### src/ftc_pkg.sv
// Constants shared by the flash/torch mode control block.
// Assumes a 20 MHz internal oscillator clock and 32-bit APB data.
package ftc_pkg;

    // Clock rate and documented times in their own units
    localparam int unsigned CLK_HZ        = 20_000_000;
    localparam int unsigned CYC_PER_MS    = CLK_HZ / 1000;
    localparam int unsigned TIMEOUT_MS    = 1000;   // Flash held longer than this trips
    localparam int unsigned TORCH_STEP_MS = 125;    // Gain step time in torch mode
    localparam int unsigned FLASH_STEP_MS = 2;      // Gain step time in flash mode

    // Derived cycle counts
    localparam int unsigned TIMEOUT_CYC    = TIMEOUT_MS * CYC_PER_MS;
    localparam int unsigned TORCH_STEP_CYC = TORCH_STEP_MS * CYC_PER_MS;
    localparam int unsigned FLASH_STEP_CYC = FLASH_STEP_MS * CYC_PER_MS;
    localparam int          CNT_W          = 25;

    // Register map (byte addresses)
    localparam int          ADDR_W     = 8;
    localparam logic [7:0]  REG_CTRL   = 8'h00;
    localparam logic [7:0]  REG_STATUS = 8'h04;
    localparam logic [7:0]  REG_TOCNT  = 8'h08;

    // Control register: soft-start cycles per reference step, less one
    localparam int          SS_DIV_W   = 16;
    localparam logic [15:0] SS_DIV_RST = 16'h0014;

    // Status register field positions
    localparam int ST_EN_BIT    = 0;
    localparam int ST_RUN_BIT   = 1;
    localparam int ST_TO_BIT    = 2;
    localparam int ST_FLASH_BIT = 3;
    localparam int ST_GAIN_LSB  = 4;
    localparam int ST_REF_LSB   = 8;
    localparam int ST_SINK_LSB  = 16;

    // Charge-pump gain codes, ordered so that higher means more gain
    localparam logic [1:0] GAIN_1X  = 2'h0;
    localparam logic [1:0] GAIN_15X = 2'h1;
    localparam logic [1:0] GAIN_2X  = 2'h2;

    // Sink enable patterns
    localparam logic [3:0] SINKS_ALL   = 4'hF;
    localparam logic [3:0] SINKS_THREE = 4'h7;
    localparam logic [3:0] SINKS_NONE  = 4'h0;

    // Soft-start reference ramp
    localparam int         REF_W   = 8;
    localparam logic [7:0] REF_MAX = 8'hFF;

    localparam logic [31:0] DATA_ZERO = 32'h0000_0000;

    // Operating states
    typedef enum logic [1:0] {FTC_OFF, FTC_START, FTC_RUN, FTC_TIMEOUT} ftc_state_t;

endpackage

### src/ftc_sync.sv
// Two-flop synchroniser for a bundle of independent level inputs.
// Assumes each bit is a slow level; bits are not coherent with each other.
`timescale 1ns/1ps
`default_nettype none
module ftc_sync #(
    parameter int W = 1
) (
    // Clock and reset
    input  wire logic         clk_i,
    input  wire logic         rst_n_i,
    // Data
    input  wire logic [W-1:0] d_i,
    output logic      [W-1:0] q_o
);
    typedef struct packed {
        logic [W-1:0] meta;
        logic [W-1:0] sync;
    } ftc_sync_t;

    ftc_sync_t r, n;

    // First stage is read only by the second stage
    always_comb
    begin
        n      = r;
        n.meta = d_i;
        n.sync = r.meta;
    end

    // Both stages clear to low, like an undriven pulled-down pin
    always_ff @(posedge clk_i or negedge rst_n_i)
    begin
        if (!rst_n_i)
            r <= '0;
        else
            r <= n;
    end

    assign q_o = r.sync;
endmodule
`default_nettype wire

### src/ftc_ctrl.sv
// Flash/torch mode control: pin decode, soft start, flash timeout, gain stepping, APB regs.
// Assumes async control pins and analog status levels, 20 MHz clock, APB master on MCLK_I.
`timescale 1ns/1ps
`default_nettype none
module ftc_ctrl
    import ftc_pkg::*;
#(
    parameter int unsigned TIMEOUT_CYCLES    = TIMEOUT_CYC,
    parameter int unsigned TORCH_STEP_CYCLES = TORCH_STEP_CYC,
    parameter int unsigned FLASH_STEP_CYCLES = FLASH_STEP_CYC
) (
    // Clock and reset
    input  wire logic              MCLK_I,
    input  wire logic              RESETN_I,
    // Control pins
    input  wire logic              EN_I,
    input  wire logic              TORCH_FLASH_I,
    input  wire logic              TX_OVERRIDE_I,
    input  wire logic              SINK_SEL_I,
    // Analog status
    input  wire logic              VOUT_OK_I,
    input  wire logic              GAIN_UP_REQ_I,
    // APB slave
    input  wire logic              PSEL_I,
    input  wire logic              PENABLE_I,
    input  wire logic              PWRITE_I,
    input  wire logic [ADDR_W-1:0] PADDR_I,
    input  wire logic [31:0]       PWDATA_I,
    input  wire logic [3:0]        PSTRB_I,
    output logic      [31:0]       PRDATA_O,
    output logic                   PREADY_O,
    output logic                   PSLVERR_O,
    // Analog control
    output logic                   PUMP_EN_O,
    output logic                   OUT_CONNECT_O,
    output logic      [REF_W-1:0]  REF_LEVEL_O,
    output logic      [1:0]        GAIN_O,
    output logic      [3:0]        SINK_EN_O,
    output logic                   FLASH_LEVEL_O,
    output logic                   TIMEOUT_O
);
    // Refuse counts that do not fit the counters
    if (TIMEOUT_CYCLES < 1 || TIMEOUT_CYCLES >= (1 << CNT_W))
        $error("TIMEOUT_CYCLES out of range");
    if (TORCH_STEP_CYCLES < 1 || TORCH_STEP_CYCLES >= (1 << CNT_W))
        $error("TORCH_STEP_CYCLES out of range");
    if (FLASH_STEP_CYCLES < 1 || FLASH_STEP_CYCLES >= (1 << CNT_W))
        $error("FLASH_STEP_CYCLES out of range");

    typedef struct packed {
        ftc_state_t           state;
        logic                 pump;
        logic                 to_flag;
        logic [CNT_W-1:0]     to_cnt;
        logic [CNT_W-1:0]     step_cnt;
        logic [1:0]           gain;
        logic [REF_W-1:0]     ss_ref;
        logic [SS_DIV_W-1:0]  ss_div;
        logic [SS_DIV_W-1:0]  cfg_ss_div;
        logic [3:0]           sink_en;
        logic                 flash_lvl;
        logic [31:0]          prdata;
        logic                 pslverr;
    } ftc_regs_t;

    ftc_regs_t r, n;

    logic [5:0]       pins_s;
    logic             en_s;
    logic             tf_s;
    logic             tx_s;
    logic             sel_s;
    logic             vok_s;
    logic             gup_s;
    logic             to_hit;
    logic [CNT_W-1:0] step_lim;
    logic [31:0]      status_w;
    logic [31:0]      rdata_w;
    logic             mapped_w;
    logic             wr_ctrl;

    // Pins and analog levels cross into the oscillator domain
    ftc_sync #(
        .W (6)
    ) u_sync (
        .clk_i   (MCLK_I),
        .rst_n_i (RESETN_I),
        .d_i     ({GAIN_UP_REQ_I, VOUT_OK_I, SINK_SEL_I, TX_OVERRIDE_I, TORCH_FLASH_I, EN_I}),
        .q_o     (pins_s)
    );

    // Active-high decode of the synchronised pins
    assign en_s  = pins_s[0];
    assign tf_s  = pins_s[1];
    assign tx_s  = pins_s[2];
    assign sel_s = pins_s[3];
    assign vok_s = pins_s[4];
    assign gup_s = pins_s[5];

    // Flash held past the limit with no override active
    assign to_hit = tf_s && !tx_s && (r.to_cnt == CNT_W'(TIMEOUT_CYCLES - 1));

    // Gain step interval follows the present current level
    assign step_lim = r.flash_lvl ? CNT_W'(FLASH_STEP_CYCLES - 1)
                                  : CNT_W'(TORCH_STEP_CYCLES - 1);

    // Status word and read mux
    always_comb
    begin
        status_w                            = DATA_ZERO;
        status_w[ST_EN_BIT]                 = r.pump;
        status_w[ST_RUN_BIT]                = (r.state == FTC_RUN);
        status_w[ST_TO_BIT]                 = r.to_flag;
        status_w[ST_FLASH_BIT]              = r.flash_lvl;
        status_w[ST_GAIN_LSB +: 2]          = r.gain;
        status_w[ST_REF_LSB +: REF_W]       = r.ss_ref;
        status_w[ST_SINK_LSB +: 4]          = r.sink_en;
        rdata_w  = DATA_ZERO;
        mapped_w = 1'b1;
        case (PADDR_I)
            REG_CTRL:   rdata_w[SS_DIV_W-1:0] = r.cfg_ss_div;
            REG_STATUS: rdata_w = status_w;
            REG_TOCNT:  rdata_w[CNT_W-1:0] = r.to_cnt;
            default:    mapped_w = 1'b0;
        endcase
    end

    assign wr_ctrl = PSEL_I && PENABLE_I && PWRITE_I && (PADDR_I == REG_CTRL);

    // Next-state logic
    always_comb
    begin
        n = r;

        // Mode sequencing
        case (r.state)
            FTC_OFF:
            begin
                n.state = FTC_START;
            end
            FTC_START:
            begin
                if (to_hit)
                    n.state = FTC_TIMEOUT;
                else if (vok_s && r.ss_ref == REF_MAX)
                    n.state = FTC_RUN;
            end
            FTC_RUN:
            begin
                if (to_hit)
                    n.state = FTC_TIMEOUT;
            end
            FTC_TIMEOUT:
            begin
                n.state = FTC_TIMEOUT;
            end
            default:
            begin
                n.state = FTC_OFF;
            end
        endcase
        if (!en_s)
            n.state = FTC_OFF;

        // Pump and output switch follow enable, also during timeout
        n.pump    = en_s;
        n.to_flag = (n.state == FTC_TIMEOUT);

        // Flash timeout counter
        if (!en_s || !tf_s || r.state == FTC_TIMEOUT)
            n.to_cnt = '0;
        else if (tx_s)
            n.to_cnt = r.to_cnt;
        else if (!to_hit)
            n.to_cnt = r.to_cnt + CNT_W'(1);

        // Soft-start reference ramp, held at zero until the pump is on
        if (!en_s)
        begin
            n.ss_ref = '0;
            n.ss_div = '0;
        end
        else if (r.pump && r.ss_ref != REF_MAX)
        begin
            if (r.ss_div >= r.cfg_ss_div)
            begin
                n.ss_div = '0;
                n.ss_ref = r.ss_ref + REF_W'(1);
            end
            else
                n.ss_div = r.ss_div + SS_DIV_W'(1);
        end

        // Upward-only gain stepping; a level change restarts the interval
        if (!en_s)
        begin
            n.gain     = GAIN_1X;
            n.step_cnt = '0;
        end
        else if (gup_s && r.state == FTC_RUN && r.gain != GAIN_2X
                 && r.flash_lvl == (tf_s && !tx_s))
        begin
            if (r.step_cnt == step_lim)
            begin
                n.step_cnt = '0;
                n.gain     = r.gain + 2'h1;
            end
            else
                n.step_cnt = r.step_cnt + CNT_W'(1);
        end
        else
            n.step_cnt = '0;

        // Current level and sink selection
        n.flash_lvl = en_s && tf_s && !tx_s;
        if (n.state == FTC_RUN)
            n.sink_en = sel_s ? SINKS_THREE : SINKS_ALL;
        else
            n.sink_en = SINKS_NONE;

        // APB: read data latched in setup, write in access
        if (PSEL_I && !PENABLE_I)
        begin
            n.prdata  = PWRITE_I ? DATA_ZERO : rdata_w;
            n.pslverr = !mapped_w;
        end
        if (wr_ctrl)
        begin
            if (PSTRB_I[0])
                n.cfg_ss_div[7:0] = PWDATA_I[7:0];
            if (PSTRB_I[1])
                n.cfg_ss_div[15:8] = PWDATA_I[15:8];
        end
    end

    // State register
    always_ff @(posedge MCLK_I or negedge RESETN_I)
    begin
        if (!RESETN_I)
        begin
            r            <= '0;
            r.state      <= FTC_OFF;
            r.gain       <= GAIN_1X;
            r.cfg_ss_div <= SS_DIV_RST;
        end
        else
            r <= n;
    end

    // Outputs
    assign PRDATA_O      = r.prdata;
    assign PREADY_O      = 1'b1;
    assign PSLVERR_O     = PSEL_I && PENABLE_I && r.pslverr;
    assign PUMP_EN_O     = r.pump;
    assign OUT_CONNECT_O = r.pump;
    assign REF_LEVEL_O   = r.ss_ref;
    assign GAIN_O        = r.gain;
    assign SINK_EN_O     = r.sink_en;
    assign FLASH_LEVEL_O = r.flash_lvl;
    assign TIMEOUT_O     = r.to_flag;
endmodule
`default_nettype wire

### config.mk
export PLATFORM = sky130hd
export DESIGN_NAME = ftc_ctrl
export DESIGN_NICKNAME = d
export VERILOG_FILES = /design/src/ftc_pkg.sv /design/src/ftc_sync.sv /design/src/ftc_ctrl.sv
export SDC_FILE = /design/constraint.sdc
export NUM_CORES = 1
export LEC_CHECK = 0
export BUFFER_PORTS_ARGS = -buffer_cell sky130_fd_sc_hd__buf_2
export CORE_MARGIN = 3
export CORE_UTILIZATION = 55
export CTS_CLUSTER_DIAMETER = 200
export CTS_CLUSTER_SIZE = 40
export DETAILED_ROUTE_END_ITERATION = 16
export PLACE_DENSITY = 0.75
export SLEW_MARGIN = 15
export SYNTH_ARGS = -nofsm -noshare
export SYNTH_HDL_FRONTEND = slang
export SYNTH_SLANG_ARGS = --single-unit
### constraint.sdc
create_clock -name MCLK_I -period 5.8 [get_ports MCLK_I]
set_input_delay 0.87 -clock MCLK_I [delete_from_list [all_inputs] [get_ports MCLK_I]]
set_output_delay 0.87 -clock MCLK_I [all_outputs]
set_load 0.02 [all_outputs]
==> results.yml, run 1 <==
grt:
  grt_pass1_vias: 5405
  grt_pass1_wl_um: 27000
  overflow: 0
  grtUsageTotal_pct: 23.4
  grt_start_max_net_pins: 72
  antenna_found_initial: 0
synth:
  synth-xor-area-share_pct: 5.71
  seq_area_frac_synth_pct: 46.6
  ys_types: 62
  synth_top_family_by_area: "simple AND/OR/NAND/NOR gates"
  synthCells: 740
  synth-compound-area-share_pct: 10.2
  ys_warn_count: 0
  synth.area.mux_share_pct: 5.16
  synth_seq_cells: 137
  avgSynthCellArea_um2: 9.96
  synth_ff_type: "dfrtp_1"
  synthSimpleGateAreaFrac_pct: 20.8
  netlist_area_um2: 7370
  synth_adder_area_share_pct: 3.57
  async_reset_ff_share_pct: 100
  synth_edf_count: 0
final_layout:
  multiInputGateArea_um2: 3380
  syn2layout_area_growth_pct: 10.6
  ff_latch_area_um2: 3430
  nNetsFinal: 852
  fin_util_pct: 63.3
  drive_gt1_share_pct: 19.3
  stdcell_area_um2: 8150
  nFillCells: 1013
  antenna_cells: 0
  fin_cells: 961
die:
  std_cell_rows: 41
  dieHeight_um: 122
  die_w_um: 122
  num_io_pins: 107
  start_util_pct: 57.2
  die_area_um2: 14800
  core_um2: 12900
placed_design:
  placed_area_um2: 7540
  gp_congestion: 0.841
  dp_slack_ns: 2.37
  dp_cells: 929
  portBuffers: 80
  dp_hpwl_um: 11800
setup_path:
  critPathLaunchType: "register"
  path_buf_inv: 0
  path_cells: "ha_1, and4_1, nand2_1, or3_1, o211ai_2, nor2_1"
  worst_setup_path_end_kind: "register"
  worst_r2r_path_depth: 6
  reg2reg_from: "r[80]$_DFF_PN0_"
  critPathTopFamily: "simple AND/OR/NAND/NOR gates"
  arrival_ns: 2.80
  slowest_delay_ns: 0.82
  r2r_end: "r[82]$_DFF_PN0_"
  path_max_fanout: 25
  r2r_slack_ns: 3.25
  critical_path.slowest_cell: "o211ai_2"
  crit_type: "reg -> reg"
  worstPathRequired_ns: 6.05
timing:
  rsz0062_at_grt: "no"
  fin_crit_ns: 2.55
  slew_viol_final: 0
  hold_violations: 0
  tns_ns: 0
  timing.final.ws_setup_ns: 3.25
  maxSlewHeadroom_pct: 30.6
  fin_crit_sh_pct: 44.0
  setup_viol: 0
  finClkSkew_ns: 0.0154
  tightest_slew_ns: 1.03
  max_freq_ghz: 0.392
cts:
  clock_sinks: 137
  tritoncts: "yes"
  cts-buffers-inserted: 17
  h-tree-depth: 4
  cts_resized: 0
  clockRootBuffer: "clkbuf_16"
  post_cts_buffers: 0
  ctsHoldBuffers: 0
  clock_path_buffers: 2
  clkLatencyLatePin_ns: 0.42
  clk_pin_slew_ns: 0.05
min_path:
  whs_endpoint: "u_sync.q_o[0]$_DFF_PN0_"
  hp-start: "u_sync.n[0]$_DFF_PN0_"
  min_path_type: "reg -> reg"
  holdPathStages: 0
drt:
  drt_pass1_iterations: 5
  vias: 5507
  ant_nets: 0
  wire_per_inst_um: 17.0
  drc: 0
  drtIter0Drc: 399
  viasPerCell: 5.73
  routed_wl_um: 16400
status:
  run_status: "completed"
run:
  cap_violations: 0
power_and_ir_drop:
  ir_drop_mv: 0.197
  p_leak_nw: 3.75
  cellPowerDensity_nw_per_um2: 265
-- cells in the mapped netlist (14+ instances only) --
cell type,number,area share (%)
mux2_2,16,2.4
dfrtp_1,135,46
inv_1,27,1.4
ha_1,21,3.6
nor2_1,68,3.5
xnor2_1,22,2.6
o21ai_0,38,2.6
xor2_1,26,3.1
a22o_1,28,3.3
nand4_1,18,1.5
nor3_1,21,1.4
a21oi_1,14,0.95
nand3_1,33,2.2
mux2i_1,20,2.7
buf_4,49,5.0
nand2_1,66,3.4
-- per-layer routing --
layer | track usage (%) | up-vias | part of all wire [%]
li1 | - | 2603 | -
met1 | 30.4 | 2715 | 43
met2 | 38.5 | 162 | 50
met3 | 5.06 | 27 | 5.3
met4 | 9.31 | 0 | 2.4
met5 | 0 | - | 0
-- through the flow --
stage	power, mW	hold slack [ns]
after floorplan	1.05	0.331
after global placement	1.09	0.333
after detailed placement	1.09	0.335
after CTS	2.18	0.347
after global routing	2.24	0.349
final	2.16	0.345
-- worst reg2reg max path, cell delays in order, from the launching register on --
cell and delay (ns):
dfrtp_1 0.40, ha_1 0.23, and4_1 0.29, nand2_1 0.16, or3_1 0.36, o211ai_2 0.82, nor2_1 0.14
-- area by class of cell --
type / count / area share, %
clock inverter: 8 / 1.44
timing repair buffer: 82 / 5.13
sequential: 137 / 42.1
inverter: 27 / 1.24
clock buffer: 24 / 5.91
tap: 172 / 2.64
multi-input combinational: 511 / 41.5
-- cell families (layout without fill, tap and decap cells) --
| logic type | Yosys count | in the layout |
|---|---|---|
| flip-flops | 137 | 137 |
| AND/OR/NAND/NOR | 290 | 290 |
| adder cells (fa/ha/maj) | 21 | 21 |
| XOR/XNOR | 48 | 48 |
| multiplexers | 36 | 36 |
| AO/OA/AOI/OAI | 108 | 108 |
| other | 2 | 8 |
| buffers and inverters | 98 | 141 |
-- worst max-delay path by stage --
stage,startpoint,cells after the start,slack (ns),end
after floorplan,PADDR_I[5],6,3.46,r[38]$_DFFE_PN0P_
after global placement,PENABLE_I,5,2.41,PRDATA_O[9]$_DFFE_PN0P_
after detailed placement,PENABLE_I,5,2.37,PRDATA_O[3]$_DFFE_PN0P_
after CTS,PENABLE_I,5,2.80,PRDATA_O[3]$_DFFE_PN0P_
after global routing,r[80]$_DFF_PN0_,6,2.95,r[88]$_DFF_PN0_
final,r[80]$_DFF_PN0_,6,3.25,r[82]$_DFF_PN0_
-- flip-flops by register name (all words and copies together), names as in the netlist --
register,count
r,85
PRDATA_O,25
REF_LEVEL_O,8
u_sync.n,6
u_sync.q_o,6
GAIN_O,2
SINK_EN_O,2
FLASH_LEVEL_O,1
OUT_CONNECT_O,1
TIMEOUT_O,1
-- cell usage in the layout (no fill, tap or decap), drive strengths merged, types with 10 or more instances in the layout --
cell type	n
nor3	24
buf	82
xnor2	22
nand2	67
inv	27
clkbuf	24
mux2i	20
nor4	12
xor2	26
ha	21
a22o	28
dfrtp	135
nand4	20
mux2	16
nor2	71
nand2b	10
a21oi	14
nand3	34
o21ai	39
-- power by group --
| part | switching, mW | internal (mW) |
|---|---|---|
| logic | 0.0679 | 0.0275 |
| registers | 0.0103 | 0.966 |
| clock network | 0.381 | 0.707 |
(Power assumes the default switching activity.)
==> run 2, diff against run 1 <==
Clock period 5.8 ns to 2.5 ns, I/O delays scaled along.
==> results.yml, run 2 (same netlist as run 1, synthesis figures left out) <==
cts:
  cts-buffers-inserted: 17
  post_cts_buffers: 0
  clk_pin_slew_ns: 0.06
  h-tree-depth: 4
  clockRootBuffer: "clkbuf_16"
  clock_path_buffers: 2
  clkLatencyLatePin_ns: 0.42
  clock_sinks: 137
  tritoncts: "yes"
setup_path:
  arrival_ns: 2.64
  r2r_slack_ns: 0.18
  critPathTopFamily: "compound AO/OA/AOI/OAI gates"
  cp_num_cells: 7
  path_cells: "inv_1, ha_1, nand2b_1, a2111o_1, a31oi_4, nand3_2, o311ai_1"
  critPathLaunchType: "register"
  r2r_end: "r[68]$_DFFE_PN0P_"
  worstPathRequired_ns: 2.82
  critical_path.slowest_cell: "a2111o_1"
  worst_setup_path_end_kind: "register"
  slowest_delay_ns: 0.46
  reg2reg_from: "r[54]$_DFFE_PN0P_"
  path_max_fanout: 9
  worst_r2r_path_depth: 7
  path_buf_inv: 1
  crit_type: "reg -> reg"
timing:
  hold_violations: 0
  max_freq_ghz: 0.432
  setup_viol: 0
  tightest_slew_ns: 0.717
  fin_crit_sh_pct: 92.6
  rsz0062_at_grt: "no"
  tns_ns: 0
  fin_crit_ns: 2.32
  maxSlewHeadroom_pct: 52.2
  finClkSkew_ns: 0.00590
  slew_viol_final: 0
power_and_ir_drop:
  p_leak_nw: 3.80
  ir_drop_mv: 0.356
  cellPowerDensity_nw_per_um2: 611
placed_design:
  gp_congestion: 0.849
  portBuffers: 80
  dp_hpwl_um: 12000
  dp_cells: 940
final_layout:
  largest_reg_flops: 85
  largest-register: "r"
  nNetsFinal: 863
  drive_gt1_share_pct: 20.6
  final_common_cell: "dfrtp_1"
  antenna_cells: 0
  syn2layout_area_growth_pct: 12.0
  nFillCells: 1020
  fin_util_pct: 64.1
  fin_cells: 972
  mostFrequentLayoutCells: "dfrtp_1 (135), buf_2 (79), nor2_1 (68), nand2_1 (66), o21ai_0 (38)"
  multiInputGateArea_um2: 3390
  ff_latch_area_um2: 3430
grt:
  grt_pass1_wl_um: 27600
  grt_pass1_vias: 5534
  antenna_found_initial: 0
  overflow: 0
  grtUsageTotal_pct: 23.7
  grt_start_max_net_pins: 138
drt:
  wire_per_inst_um: 17.3
  vias: 5579
  routed_wl_um: 16800
  viasPerCell: 5.74
  drtIter0Drc: 467
  ant_nets: 0
  drc: 0
  drt_pass1_iterations: 4
status:
  run_status: "completed"
min_path:
  holdPathStages: 1
  hp-start: "EN_I"
  min_path_type: "in -> reg"
  whs_endpoint: "u_sync.n[0]$_DFF_PN0_"
die:
  die_area_um2: 14800
  num_io_pins: 107
  start_util_pct: 57.2
  std_cell_rows: 41
  die_w_um: 122
  core_um2: 12900
  dieHeight_um: 122
run:
  cap_violations: 0
-- run 2: cell types whose count changed in the layout (fill, tap and decap cells not counted), sizes merged --
cell / change
clkinvlp: +4
clkbuf: -7
inv: +3
buf: +11
-- run 2: power breakdown --
group	internal (mW)	switching, mW
Sequential	2.24	0.0260
Clock	1.57	0.975
Combinational	0.0748	0.160
Total	3.88	1.16
-- run 2: per-layer routing --
metal	up-vias	track usage (%)	routed length, um
li1	2636	-	-
met1	2738	30.8	7260
met2	170	38.7	8200
met3	35	5.01	957
met4	0	10.3	428
met5	-	0	0
-- run 2: area by class of cell --
class	count	share of cell area (%)
Inverter	27	1.23
Tap cell	172	2.61
Timing Repair Buffer	93	6.22
Clock inverter	15	2.11
Sequential cell	137	41.6
Multi-Input combinational cell	511	41.1
Clock buffer	17	5.16
-- run 2: through the flow --
stage | cell area (um^2) | total power [mW] | hold slack [ns] | worst slack (ns)
after floorplan | 7390 | 2.43 | 0.0794 | 0.418
after global placement | 7640 | 2.53 | 0.337 | 0.208
after detailed placement | 7640 | 2.54 | 0.335 | 0.147
after CTS | 8240 | 5.07 | 0.0466 | 0.119
after global routing | 8250 | 5.19 | 0.0466 | 0.0317
final | 8250 | 5.04 | 0.0615 | 0.184
-- run 2: worst reg2reg max path: stages (launching register included) --
cell and delay, ns:
dfrtp_1 0.43, inv_1 0.06, ha_1 0.27, nand2b_1 0.16, a2111o_1 0.46, a31oi_4 0.27
nand3_2 0.25, o311ai_1 0.33
-- run 2: repair_timing --
action                                  CTS  global route
endpoints found under the setup margin    0             5
hold buffers                              0             0
resized for setup                         0             2
-- run 2: worst max-delay path by stage --
stage / from / to / slack, ns
after floorplan: r[54]$_DFFE_PN0P_ / r[61]$_DFFE_PN0P_ / 0.42
after global placement: r[54]$_DFFE_PN0P_ / r[59]$_DFFE_PN0P_ / 0.21
after detailed placement: r[54]$_DFFE_PN0P_ / r[66]$_DFFE_PN0P_ / 0.15
after CTS: r[54]$_DFFE_PN0P_ / r[66]$_DFFE_PN0P_ / 0.12
after global routing: r[54]$_DFFE_PN0P_ / r[57]$_DFFE_PN0P_ / 0.03
final: r[54]$_DFFE_PN0P_ / r[68]$_DFFE_PN0P_ / 0.18
